File: src/logic/fb_ctrl_regs.svh
/*
 Offsets, field positions and reset values of the feedback loop configuration register.
 Assumes inclusion by the design file only.
*/
`ifndef FB_CTRL_REGS_SVH
`define FB_CTRL_REGS_SVH
`define FEEDBACK_LOOP_CONFIG_ADDR 8'h1A
`define ACT_TYPE_BIT 7
`define BRAKE_HI 6
`define BRAKE_LO 4
`define LOOP_GAIN_HI 3
`define LOOP_GAIN_LO 2
`define BACKEMF_AMP_GAIN_HI 1
`define BACKEMF_AMP_GAIN_LO 0
`define ACT_TYPE_RST 1'h0
`define BRAKE_RST 3'h3
`define LOOP_GAIN_RST 2'h1
`define BACKEMF_AMP_GAIN_RST 2'h2
`define FB_CFG_RST 8'h36
`define BRAKE_OFF_CODE 3'h7
`define BRAKE_EN_RST 1'h1
`define BRAKE_MULT_RST 5'h04
`define RDATA_RST 8'h00
`endif

File: src/logic/fb_ctrl_pkg.sv
/*
 Types for the feedback loop configuration register.
 Assumes fb_ctrl_regs.svh is on the include path.
*/
package fb_ctrl_pkg;
	typedef enum logic [0:0] {ACT_ROTATING = 1'h0, ACT_LINEAR = 1'h1} actuator_t;
	typedef logic [2:0] brake_code_t;
	typedef logic [1:0] gain2_t;
	typedef logic [7:0] byte_t;
endpackage

File: src/logic/actuator_feedback_control_reg.sv
/*
 Feedback loop configuration register with decoded fields for the loop.
 Assumes an upstream control-bus decoder on clk giving address, write strobe and data,
 and a calibration engine that may load the amplifier gain code.
*/
// Contract
// - Bit 7 picks rotating-mass or linear-resonant drive
// - Bits 6-4 set brake gain ratio, 7 disables
// - Reset gives brake code 3, type 0
// - Bits 3-2 select closed-loop gain
// - Loop gain resets to 1
// - Bits 1-0 amplifier gain, default 2, calibrated
`timescale 1ns/100ps
`include "fb_ctrl_regs.svh"
module actuator_feedback_control_reg (
	// Clock and reset
	input wire logic clk,
	input wire logic rst_n,
	// Register access
	input wire fb_ctrl_pkg::byte_t reg_addr,
	input wire logic reg_wr,
	input wire fb_ctrl_pkg::byte_t reg_wdata,
	output fb_ctrl_pkg::byte_t reg_rdata,
	// Calibration result load
	input wire logic cal_gain_load,
	input wire fb_ctrl_pkg::gain2_t cal_gain,
	// Decoded fields to the loop
	output fb_ctrl_pkg::actuator_t actuator_type_select,
	output fb_ctrl_pkg::brake_code_t brake_gain_ratio,
	output logic brake_enable,
	output logic [4:0] brake_multiplier,
	output fb_ctrl_pkg::gain2_t loop_gain,
	output fb_ctrl_pkg::gain2_t backemf_amp_gain
);
	import fb_ctrl_pkg::*;

	// ****************
	// Register storage
	// ****************
	byte_t cfg_q, cfg_d;
	byte_t rdata_q, rdata_d;
	logic brake_en_q, brake_en_d;
	logic [4:0] mult_q, mult_d;
	logic sel;

	// Brake code to multiplier; code 7 yields zero
	function automatic logic [4:0] brake_mult(input brake_code_t c);
		case (c)
			3'h0: brake_mult = 5'h01;
			3'h1: brake_mult = 5'h02;
			3'h2: brake_mult = 5'h03;
			3'h3: brake_mult = 5'h04;
			3'h4: brake_mult = 5'h06;
			3'h5: brake_mult = 5'h08;
			3'h6: brake_mult = 5'h10;
			default: brake_mult = 5'h00;
		endcase
	endfunction

	// Address decode, shared by write and read paths
	assign sel = (reg_addr == `FEEDBACK_LOOP_CONFIG_ADDR);

	// ****************
	// Configuration word
	// ****************
	always_comb begin
		cfg_d = cfg_q;
		if (reg_wr && sel) begin
			cfg_d = reg_wdata;
		end
		// Calibration wins over a same-cycle host write of the gain bits,
		// so a racing host write cannot undo a fresh calibration result
		if (cal_gain_load) begin
			cfg_d[`BACKEMF_AMP_GAIN_HI:`BACKEMF_AMP_GAIN_LO] = cal_gain;
		end
	end

	always_ff @(posedge clk) begin
		if (!rst_n) begin
			cfg_q <= `FB_CFG_RST;
		end else begin
			cfg_q <= cfg_d;
		end
	end

	// ****************
	// Read data
	// ****************
	// Built from the next value so a read in the write cycle sees the new word;
	// one cycle of latency traded for a read port straight off a flop
	always_comb begin
		rdata_d = `RDATA_RST;
		if (sel) begin
			rdata_d = cfg_d;
		end
	end

	always_ff @(posedge clk) begin
		if (!rst_n) begin
			rdata_q <= `RDATA_RST;
		end else begin
			rdata_q <= rdata_d;
		end
	end

	// ****************
	// Brake decode
	// ****************
	// Decoded from the next value so multiplier and ratio code change together
	always_comb begin
		brake_en_d = (cfg_d[`BRAKE_HI:`BRAKE_LO] != `BRAKE_OFF_CODE);
		mult_d = brake_mult(cfg_d[`BRAKE_HI:`BRAKE_LO]);
	end

	always_ff @(posedge clk) begin
		if (!rst_n) begin
			brake_en_q <= `BRAKE_EN_RST;
			mult_q <= `BRAKE_MULT_RST;
		end else begin
			brake_en_q <= brake_en_d;
			mult_q <= mult_d;
		end
	end

	// ****************
	// Outputs
	// ****************
	assign reg_rdata = rdata_q;
	assign actuator_type_select = actuator_t'(cfg_q[`ACT_TYPE_BIT]);
	assign brake_gain_ratio = cfg_q[`BRAKE_HI:`BRAKE_LO];
	assign brake_enable = brake_en_q;
	assign brake_multiplier = mult_q;
	assign loop_gain = cfg_q[`LOOP_GAIN_HI:`LOOP_GAIN_LO];
	assign backemf_amp_gain = cfg_q[`BACKEMF_AMP_GAIN_HI:`BACKEMF_AMP_GAIN_LO];

	// ****************
	// Checks
	// ****************
	reset_value_a: assert property (@(posedge clk) !rst_n |=> cfg_q == 8'h36)
		else $error("bad reset value");
	loop_reset_a: assert property (@(posedge clk) !rst_n |=> loop_gain == 2'h1)
		else $error("loop gain reset wrong");
	write_store_a: assert property (@(posedge clk) disable iff (!rst_n)
		reg_wr && sel && !cal_gain_load |=> cfg_q == $past(reg_wdata))
		else $error("write not stored");
	cal_load_a: assert property (@(posedge clk) disable iff (!rst_n)
		cal_gain_load |=> backemf_amp_gain == $past(cal_gain))
		else $error("calibration gain not loaded");
	brake_off_a: assert property (@(posedge clk) disable iff (!rst_n)
		brake_gain_ratio == 3'h7 |-> !brake_enable && brake_multiplier == 5'h00)
		else $error("brake not disabled");
	brake_max_a: assert property (@(posedge clk) disable iff (!rst_n)
		brake_gain_ratio == 3'h6 |-> brake_multiplier == 5'h10)
		else $error("brake ratio 16 wrong");
	type_bit_a: assert property (@(posedge clk) disable iff (!rst_n)
		reg_wr && sel && !cal_gain_load |=> actuator_type_select == actuator_t'($past(reg_wdata[7])))
		else $error("actuator type wrong");
	gain_field_a: assert property (@(posedge clk) disable iff (!rst_n)
		reg_wr && sel |=> loop_gain == $past(reg_wdata[3:2]))
		else $error("loop gain field wrong");
	readback_a: assert property (@(posedge clk) disable iff (!rst_n)
		sel && !reg_wr && !cal_gain_load |=> reg_rdata == $past(cfg_q))
		else $error("readback wrong");
	hold_a: assert property (@(posedge clk) disable iff (!rst_n)
		!(reg_wr && sel) && !cal_gain_load |=> $stable(cfg_q))
		else $error("register changed unbidden");

	// ****************
	// Reset checks
	// ****************
	brake_reset_a: assert property (@(posedge clk) !rst_n |=> brake_enable && brake_multiplier == 5'h04)
		else $error("brake outputs reset wrong");
	type_reset_a: assert property (@(posedge clk) !rst_n |=> actuator_type_select == ACT_ROTATING)
		else $error("actuator type reset wrong");
	amp_reset_a: assert property (@(posedge clk) !rst_n |=> backemf_amp_gain == 2'h2)
		else $error("amplifier gain reset wrong");
	rdata_reset_a: assert property (@(posedge clk) !rst_n |=> reg_rdata == 8'h00)
		else $error("read data reset wrong");

	// ****************
	// Brake ratio checks
	// ****************
	brake_on_a: assert property (@(posedge clk) disable iff (!rst_n)
		brake_gain_ratio != 3'h7 |-> brake_enable)
		else $error("brake disabled wrongly");
	brake_x1_a: assert property (@(posedge clk) disable iff (!rst_n)
		brake_gain_ratio == 3'h0 |-> brake_multiplier == 5'h01)
		else $error("brake ratio 1 wrong");
	brake_x2_a: assert property (@(posedge clk) disable iff (!rst_n)
		brake_gain_ratio == 3'h1 |-> brake_multiplier == 5'h02)
		else $error("brake ratio 2 wrong");
	brake_x3_a: assert property (@(posedge clk) disable iff (!rst_n)
		brake_gain_ratio == 3'h2 |-> brake_multiplier == 5'h03)
		else $error("brake ratio 3 wrong");
	brake_x4_a: assert property (@(posedge clk) disable iff (!rst_n)
		brake_gain_ratio == 3'h3 |-> brake_multiplier == 5'h04)
		else $error("brake ratio 4 wrong");
	brake_x6_a: assert property (@(posedge clk) disable iff (!rst_n)
		brake_gain_ratio == 3'h4 |-> brake_multiplier == 5'h06)
		else $error("brake ratio 6 wrong");
	brake_x8_a: assert property (@(posedge clk) disable iff (!rst_n)
		brake_gain_ratio == 3'h5 |-> brake_multiplier == 5'h08)
		else $error("brake ratio 8 wrong");
	brake_follow_a: assert property (@(posedge clk) disable iff (!rst_n)
		reg_wr && sel |=> brake_gain_ratio == $past(reg_wdata[6:4]))
		else $error("brake field wrong");

	// ****************
	// Access checks
	// ****************
	write_read_a: assert property (@(posedge clk) disable iff (!rst_n)
		reg_wr && sel && !cal_gain_load |=> reg_rdata == $past(reg_wdata))
		else $error("write not seen on read port");
	unmapped_read_a: assert property (@(posedge clk) disable iff (!rst_n)
		!sel |=> reg_rdata == 8'h00)
		else $error("unmapped read not zero");
	amp_follow_a: assert property (@(posedge clk) disable iff (!rst_n)
		reg_wr && sel && !cal_gain_load |=> backemf_amp_gain == $past(reg_wdata[1:0]))
		else $error("amplifier gain field wrong");
	cal_priority_a: assert property (@(posedge clk) disable iff (!rst_n)
		cal_gain_load && reg_wr && sel |=>
		cfg_q[7:2] == $past(reg_wdata[7:2]) && backemf_amp_gain == $past(cal_gain))
		else $error("calibration and write merge wrong");
	cal_keep_a: assert property (@(posedge clk) disable iff (!rst_n)
		cal_gain_load && !(reg_wr && sel) |=> cfg_q[7:2] == $past(cfg_q[7:2]))
		else $error("calibration touched upper fields");
endmodule

File: config.mk
export PLATFORM = sky130hd
export DESIGN_NAME = actuator_feedback_control_reg
export DESIGN_NICKNAME = d
export VERILOG_FILES = /design/src/logic/fb_ctrl_pkg.sv /design/src/logic/actuator_feedback_control_reg.sv
export VERILOG_INCLUDE_DIRS = /design/src /design/src/logic
export SDC_FILE = /design/constraint.sdc
export NUM_CORES = 1
export LEC_CHECK = 0
export CORE_ASPECT_RATIO = 0.8
export CORE_UTILIZATION = 53
export CTS_BUF_LIST = sky130_fd_sc_hd__clkbuf_8 sky130_fd_sc_hd__clkbuf_16
export CTS_CLUSTER_SIZE = 24
export DETAILED_ROUTE_END_ITERATION = 8
export DONT_BUFFER_PORTS = 1
export PLACE_DENSITY = 0.71
export SETUP_SLACK_MARGIN = 0.4
export SYNTH_ARGS = -nofsm -noshare
export SYNTH_HDL_FRONTEND = slang
export SYNTH_SLANG_ARGS = --single-unit
File: constraint.sdc
create_clock -name clk -period 1.3 [get_ports clk]
set_input_delay 0.065 -clock clk [delete_from_list [all_inputs] [get_ports clk]]
set_output_delay 0.065 -clock clk [all_outputs]
set_load 0.01 [all_outputs]
==> impl_metrics.env, run 1 <==
export IMPL_timing_final_crit_period_ps=1000
export IMPL_relSlewSlack=0.751
export IMPL_drt_iter0_drc=11
export IMPL_drv_cap=0
export IMPL_gp_congestion=0.715
export IMPL_grt_first_pass_wirelength_um=2920
export IMPL_finalWirelength_um=2130
export IMPL_max_freq_mhz=997
export IMPL_place_area_sq_um=947
export IMPL_post_synth_inst_count=93
export IMPL_synthDistinctLibCells=31
export IMPL_hold_class="primary input to register"
export IMPL_setup_viol=0
export IMPL_antenna_found_initial=0
export IMPL_fin_skew_ps=1.36
export IMPL_core_area_sq_um=1630
export IMPL_start_util=0.567
export IMPL_drt_pass1_iter_count=4
export IMPL_die_y_um=39.3
export IMPL_syn_to_final_growth_pct=28.5
export IMPL_slowest_delay_ps=420
export IMPL_cts_tree="built"
export IMPL_synthTopCellsByArea="dfxtp_1, mux2i_1, nand2_1"
export IMPL_netlist_area_sq_um=922
export IMPL_syn_area_per_cell_sq_um=9.92
export IMPL_critical_path_arrival_ps=1160
export IMPL_drc=0
export IMPL_antenna_cells=0
export IMPL_clk_latency_ps=260
export IMPL_grt_usage=0.209
export IMPL_post_route_period_util=0.772
export IMPL_path_clk_slew_ps=80
export IMPL_slowest_stage="dfxtp_4"
export IMPL_crit_fanout=8
export IMPL_io_pins=44
export IMPL_path_cells="nand2_2 > mux2_4 > inv_2 > o21ai_2"
export IMPL_cts_root_buf="clkbuf_8"
export IMPL_vias=751
export IMPL_worst_pin_slew_ps=372
export IMPL_clkSinkCount=22
export IMPL_dp_hpwl_um=1150
export IMPL_worstSetupPathType="register to register"
export IMPL_hold_viol_final=1
export IMPL_ys_seq_area_frac=0.478
export IMPL_die_w_um=48.6
export IMPL_cts_buffers=3
export IMPL_power_density_nw_per_um2=1150
export IMPL_p_leak_nw=0.489
export IMPL_synthDominantCellAreaShare=0.478
export IMPL_design_area_sq_um=1180
export IMPL_final_util=0.728
export IMPL_numPortBuffers=0
export IMPL_htreeDepth=1
export IMPL_tns_ps=0
export IMPL_syn_nets=115
export IMPL_p_total_mw=1.36
export IMPL_wl_per_cell_um=16.5
export IMPL_grt_ovfl_total=0
export IMPL_startpoint_type="register"
export IMPL_ant_nets=0
export IMPL_path_delay_family="flip-flops"
export IMPL_rsz0062_at_grt="yes"
export IMPL_ir_drop_uv=1080
export IMPL_yosys_warnings=0
export IMPL_violations="hold timing"
export IMPL_cp_num_buf_inv=1
export IMPL_synth_top_area_cell="dfxtp_1"
export IMPL_dieArea_sq_um=1910
export IMPL_nFillCells=110
export IMPL_drv_slew=0
export IMPL_viasPerCell=5.82
export IMPL_hold_slack_ps=-1.25
export IMPL_grt_pass1_vias=620
export IMPL_critPathRequiredTime_ps=1450
export IMPL_fin_nets=130
export IMPL_drive_gt1_frac=0.215
export IMPL_rows=13
export IMPL_outcome="complete, but fails checks"
export IMPL_grt_max_degree=22
export IMPL_synth_seq_cells=22
export IMPL_end_kind="register"
export IMPL_cts_buffer_depth=2
-- path summary, 6_finish.rpt --
path                                       endpoint  cells past startpoint  slack [ps]    startpoint
worst max register to register         brake_enable                      4         300      cfg_q[6]
worst min register to register             cfg_q[2]                      2         590      cfg_q[2]
worst min-delay path            brake_multiplier[0]                      2          -1  reg_wdata[4]
worst max-delay path                   brake_enable                      4         300      cfg_q[6]
-- state kept, by name (all words and copies together) (netlist names) --
signal	flops
cfg_q	8
brake_enable	1
brake_multiplier	5
reg_rdata	8
-- timing repair --
item	CTS	global route
resized for setup	7	8
setup buffers	0	4
setup endpoints to repair	10	11
pin swaps	1	5
hold buffers	7	1
gates cloned	0	1
endpoints found under the hold margin	18	2
-- cells in the mapped netlist (all sizes together) --
master / n
mux2i: 7
nand2b: 4
inv: 1
o211a: 1
xor2: 1
o22ai: 1
nor2: 8
mux2: 2
a211oi: 2
and3: 1
a21oi: 3
o311a: 1
clkbuf: 2
nor3b: 3
o21ai: 4
nor4b: 2
and4bb: 1
nor2b: 5
nand2: 9
a221oi: 1
nor3: 1
nand3b: 3
a21boi: 1
or3b: 2
dfxtp: 22
or3: 1
buf: 2
nand3: 2
-- cell families after synthesis --
kind of cell,synth area share
and+or+nand+nor,0.282
DFF,0.478
AOI/OAI and AO/OA,0.100
muxes,0.100
buffers and inverters,0.0298
xor gates and xnor gates,0.00950
-- cell type report --
class                   instances  area, sq um  area share
flip-flops and latches         22          454       0.383
inverters                       1         3.75     0.00317
well taps                      22         27.5      0.0232
multi-input cells              66          468       0.395
clock buffers                   3         41.3      0.0348
clock inverters                 1         30.0      0.0253
repair buffers                 14          160       0.135
-- per-stage QoR --
step	setup slack (ps)	instances
2_1_floorplan	145	93
3_3_place_gp	72.7	112
3_5_place_dp	69.7	112
4_1_cts	335	123
5_1_grt	259	129
6_report	297	129
-- placed cells by master, fill, tap and decap left out, types with 3 or more instances in the layout --
cell type and instances:
dfxtp_1 17, nor2b_1 5, mux2i_1 7, nor3b_1 3
dfxtp_4 3, nor2_1 8, o21ai_1 3, buf_4 3
clkbuf_8 3, nand2b_1 4, nand2_1 8, dlygate4sd3_1 8
nand3b_1 3
-- routing by layer --
layer  track usage  vias up  wire (um)
met5             0        -          0
met4        0.0441        0         29
met3        0.0814        4        146
met2         0.358       33       1090
met1         0.254      358        863
li1              -      356          -
-- power by group --
group,switching [mW],internal (mW),total (mW)
combinational,0.0216,0.0404,0.0620
clock,0.212,0.411,0.623
sequential,0.00583,0.673,0.678
total,0.240,1.12,1.36
No activity file was read; power rests on OpenSTA's default activity.
==> run 2: changes to the inputs <==
==> constraint.sdc (replaced) <==
create_clock -name clk -period 0.88 [get_ports clk]
set_input_delay 0.044 -clock clk [delete_from_list [all_inputs] [get_ports clk]]
set_output_delay 0.044 -clock clk [all_outputs]
set_load 0.01 [all_outputs]
==> run 2 against run 1 <==
The flow finishes with violations (hold timing, setup timing). Flip-flop and latch count unchanged. Wire length up 29%. Non-clock buffer count up 6. Sequential power up 46%. Via count up 13%. Final cell count up 4.7%. Clock power up 49%. Critical endpoint is now cfg_q[0]. Largest power group unchanged. Highest routed layer unchanged.
==> impl_metrics.env, run 2 (synthesis results as in run 1) <==
export IMPL_fin_skew_ps=3.99
export IMPL_antenna_cells=0
export IMPL_numPortBuffers=0
export IMPL_cts_root_buf="clkbuf_8"
export IMPL_post_route_period_util=1.13
export IMPL_grt_first_pass_wirelength_um=3130
export IMPL_drv_slew=0
export IMPL_max_freq_mhz=1010
export IMPL_path_cells="nor4b_4 > nand3_2 > buf_6 > mux2_2 > o211a_1"
export IMPL_grt_usage=0.232
export IMPL_drt_pass1_iter_count=4
export IMPL_die_w_um=48.6
export IMPL_io_pins=44
export IMPL_grt_max_degree=16
export IMPL_hold_slack_ps=-154
export IMPL_finalWirelength_um=2760
export IMPL_dieArea_sq_um=1910
export IMPL_startpoint_type="primary input"
export IMPL_cts_buffer_depth=2
export IMPL_gp_congestion=0.787
export IMPL_final_common_cell="dfxtp_2"
export IMPL_drt_iter0_drc=53
export IMPL_violations="hold timing, setup timing"
export IMPL_htreeDepth=1
export IMPL_hold_viol_final=17
export IMPL_crit_fanout=3
export IMPL_drv_cap=0
export IMPL_wl_per_cell_um=20.4
export IMPL_relSlewSlack=0.835
export IMPL_pre_cts_ws_ps=-313
export IMPL_clkSinkCount=22
export IMPL_tns_ps=-914
export IMPL_slowest_stage="nor4b_4"
export IMPL_ant_nets=0
export IMPL_core_area_sq_um=1630
export IMPL_cts_tree="built"
export IMPL_hold_class="primary input to register"
export IMPL_antenna_found_initial=0
export IMPL_critical_path_arrival_ps=1150
export IMPL_end_kind="register"
export IMPL_ir_drop_uv=1590
export IMPL_path_clk_slew_ps=80
export IMPL_timing_final_crit_period_ps=993
export IMPL_worst_pin_slew_ps=247
export IMPL_grt_pass1_vias=680
export IMPL_clk_latency_ps=260
export IMPL_path_delay_family="simple AND/OR/NAND/NOR gates"
export IMPL_syn_to_final_growth_pct=42.2
export IMPL_worstSetupPathType="primary input to register"
export IMPL_cp_num_buf_inv=1
export IMPL_rsz0062_at_grt="yes"
export IMPL_rows=13
export IMPL_grt_ovfl_total=0
export IMPL_drive_gt1_frac=0.584
export IMPL_slowest_delay_ps=300
export IMPL_viasPerCell=6.30
export IMPL_layout_setup_ws_ps=-113
export IMPL_p_leak_nw=0.515
export IMPL_vias=851
export IMPL_cts_buffers=3
export IMPL_outcome="complete, but fails checks"
export IMPL_drc=0
export IMPL_dp_hpwl_um=1440
export IMPL_critPathRequiredTime_ps=1030
export IMPL_power_density_nw_per_um2=1530
export IMPL_layout_common_cells="dfxtp_2, buf_6, nand2_1, buf_4, nor2_1"
export IMPL_start_util=0.567
export IMPL_fin_nets=136
export IMPL_die_y_um=39.3
export IMPL_setup_viol=15
## run 2: cell types whose count changed in the layout (fill, tap and decap cells not counted), moves of 3 or more
cell / before / now
dfxtp_1: 17 / 0
dfxtp_2: 2 / 16
buf_4: 3 / 8
dlygate4sd3_1: 8 / 0
mux2i_1: 7 / 3
dfxtp_4: 3 / 6
buf_6: 0 / 10
## run 2: final cells by class
cell class	count	area, sq um
Timing Repair Buffer	20	183
Clock inverter	1	30.0
Sequential cell	22	483
Multi-Input combinational cell	66	543
Inverter	1	3.75
Clock buffer	3	41.3
Fill cell	93	315
Tap cell	22	27.5
## run 2: where the power goes
part           leakage [nW]  internal [mW]  total [mW]  switching (mW)
logic                 0.294         0.0580      0.0908          0.0328
clock network        0.0357          0.607       0.927           0.320
registers             0.185          0.984       0.991         0.00727
## run 2: metrics by stage
step           hold slack, ps  power (mW)  utilization  area (sq um)  cells
3_5_place_dp              116        1.09        0.641          1040    126
6_report                 -154        2.01        0.806          1310    135
5_1_grt                  -174        2.07        0.806          1310    135
2_1_floorplan             181        1.08            -           938     93
3_3_place_gp              109        1.09        0.641          1040    126
4_1_cts                  -163        2.01        0.729          1190    131
## run 2: worst paths after layout
check / start / endpoint / slack (ps) / cells after the start
hold reg to reg: cfg_q[2] / cfg_q[2] / 520 / 2
setup reg to reg: cfg_q[6] / brake_enable / -110 / 4
setup / recovery: reg_addr[7] / cfg_q[0] / -110 / 5
hold / removal: rst_n / cfg_q[2] / -150 / 1
## run 2: layer usage
layer  routed length (um)  global-route usage  vias up
li1                     -                   -      370
met1                 1040               0.280      393
met2                 1320               0.385       72
met3                  281              0.0930       16
met4                  117              0.0735        0
met5                    0                   0        -
## run 2: what timing repair did
| action | 4_1_cts | 5_1_grt |
|---|---|---|
| endpoints found under the setup margin | 44 | 44 |
| gates cloned | 0 | 1 |
| pin swaps | 6 | 4 |
| endpoints found under the hold margin | 19 | 18 |
| gates resized for setup | 34 | 24 |
| buffers inserted | 1 | 3 |
==> run 3: changes to the inputs <==
--- a/config.mk
+++ b/config.mk
@@ -7,11 +7,13 @@
 export NUM_CORES = 1
 export LEC_CHECK = 0
 export CORE_ASPECT_RATIO = 0.8
+export CORE_MARGIN = 8
 export CORE_UTILIZATION = 53
 export CTS_BUF_LIST = sky130_fd_sc_hd__clkbuf_8 sky130_fd_sc_hd__clkbuf_16
 export CTS_CLUSTER_SIZE = 24
 export DETAILED_ROUTE_END_ITERATION = 8
 export DONT_BUFFER_PORTS = 1
+export HOLD_SLACK_MARGIN = 0.08
 export PLACE_DENSITY = 0.71
 export SETUP_SLACK_MARGIN = 0.4
 export SYNTH_ARGS = -nofsm -noshare
==> run 3 against run 2 <==
Design area increased by 2.5%. Highest routed layer unchanged. Die area increased by 75%. Sequential power about the same. Via count decreased by 0.24%. Critical endpoint unchanged. The flow still finishes with violations (hold timing, setup timing). Final cell count increased by 1.5%. Utilization increased by 2.0 points. Largest cell class unchanged. Critical path depth unchanged.
==> impl_metrics.env, run 3 (synthesis results as in run 1) <==
export IMPL_layout_setup_ws_ps=-147
export IMPL_antenna_found_initial=0
export IMPL_dieArea_sq_um=3340
export IMPL_fin_skew_ps=3.68
export IMPL_cts_tree="built"
export IMPL_clkSinkCount=22
export IMPL_fin_nets=138
export IMPL_cts_buffers=3
export IMPL_viasPerCell=6.20
export IMPL_wl_per_cell_um=22.5
export IMPL_nFillCells=91
export IMPL_power_density_nw_per_um2=1500
export IMPL_layout_common_cells="dfxtp_2, buf_4, nand2_1, nor2_1, buf_6"
export IMPL_gp_congestion=0.771
export IMPL_drc=0
export IMPL_critPathRequiredTime_ps=1030
export IMPL_drv_slew=0
export IMPL_drt_iter0_drc=69
export IMPL_violations="hold timing, setup timing"
export IMPL_hold_class="primary input to register"
export IMPL_cts_buffer_depth=2
export IMPL_place_area_sq_um=1040
export IMPL_critical_path_arrival_ps=1180
export IMPL_slowest_stage="nor4b_4"
export IMPL_final_common_cell="dfxtp_2"
export IMPL_rsz0062_at_grt="yes"
export IMPL_hold_slack_ps=-161
export IMPL_timing_final_crit_period_ps=1030
export IMPL_worstSetupPathType="primary input to register"
export IMPL_hold_viol_final=17
export IMPL_numPortBuffers=0
export IMPL_startpoint_type="primary input"
export IMPL_grt_pass1_vias=804
export IMPL_slowest_delay_ps=290
export IMPL_p_total_mw=2.01
export IMPL_r2r_start="cfg_q[6]"
export IMPL_cts_root_buf="clkbuf_8"
export IMPL_drt_pass1_iter_count=4
export IMPL_clk_latency_ps=260
export IMPL_die_w_um=62.6
export IMPL_ir_drop_uv=1360
export IMPL_grt_ovfl_total=0
export IMPL_rows=13
export IMPL_vias=849
export IMPL_pre_cts_ws_ps=-337
export IMPL_io_pins=44
export IMPL_syn_to_final_growth_pct=45.7
export IMPL_drive_gt1_frac=0.574
export IMPL_path_cells="nor4b_4 > nand3_2 > buf_6 > mux2_2 > o211a_1"
export IMPL_core_area_sq_um=1630
export IMPL_start_util=0.567
export IMPL_hold_start="rst_n"
export IMPL_antenna_cells=0
export IMPL_path_clk_slew_ps=80
export IMPL_relSlewSlack=0.820
export IMPL_max_freq_mhz=974
export IMPL_post_route_period_util=1.17
export IMPL_outcome="complete, but fails checks"
export IMPL_grt_max_degree=16
export IMPL_grt_first_pass_wirelength_um=4130
export IMPL_end_kind="register"
export IMPL_design_area_sq_um=1340
export IMPL_ant_nets=0
export IMPL_p_leak_nw=0.530
export IMPL_setup_viol=19
export IMPL_cp_startpoint="reg_addr[2]"
export IMPL_grt_usage=0.160
export IMPL_tns_ps=-1210
export IMPL_die_y_um=53.3
export IMPL_htreeDepth=1
export IMPL_finalWirelength_um=3080
export IMPL_drv_cap=0
export IMPL_dp_hpwl_um=1740
export IMPL_worst_pin_slew_ps=269
export IMPL_crit_fanout=4
-- run 3: stage by stage --
step / util / std cells
3_5_place_dp: 0.641 / 126
6_report: 0.826 / 137
4_1_cts: 0.751 / 135
5_1_grt: 0.826 / 137
3_3_place_gp: 0.641 / 126
2_1_floorplan: - / 93
-- run 3: final cells by class --
type / instances / area (sq um) / share of cell area
Multi-Input combinational cell: 66 / 558 / 0.415
Tap cell: 22 / 27.5 / 0.0205
Clock buffer: 3 / 41.3 / 0.0307
Sequential cell: 22 / 478 / 0.356
Inverter: 1 / 6.26 / 0.00466
Clock inverter: 1 / 30.0 / 0.0223
Timing Repair Buffer: 22 / 203 / 0.151
-- run 3: per-layer routing --
layer  GRT usage  up-vias  wire length (um)
met5           0        -                 0
met1       0.164      395              1090
li1            -      373                 -
met2       0.278       71              1510
met3      0.0884       10               412
met4      0.0566        0                63
-- run 3: what timing repair did --
item,CTS,global route
cloned,0,1
endpoints found under the setup margin,44,44
endpoints found under the hold margin,21,21
resized for setup,31,27
pin swaps,5,5
buffers inserted,5,1
-- run 3: final timing paths --
check	to	slack (ps)	cells past startpoint
max	cfg_q[0]	-150	5
max reg2reg	brake_enable	-90	4
min	brake_multiplier[2]	-160	1
min reg2reg	cfg_q[2]	530	2
-- run 3: critical path, delay by kind of cell --
kind | cells | cell delay [ps]
simple gates | 2 | 460
mux | 1 | 270
buf+inv | 1 | 180
compound gates | 1 | 210
-- run 3: report_power, final --
| part | internal [mW] | total (mW) | switching [mW] |
|---|---|---|---|
| clock network | 0.608 | 0.928 | 0.320 |
| registers | 0.987 | 0.994 | 0.00729 |
| logic | 0.0601 | 0.0915 | 0.0314 |
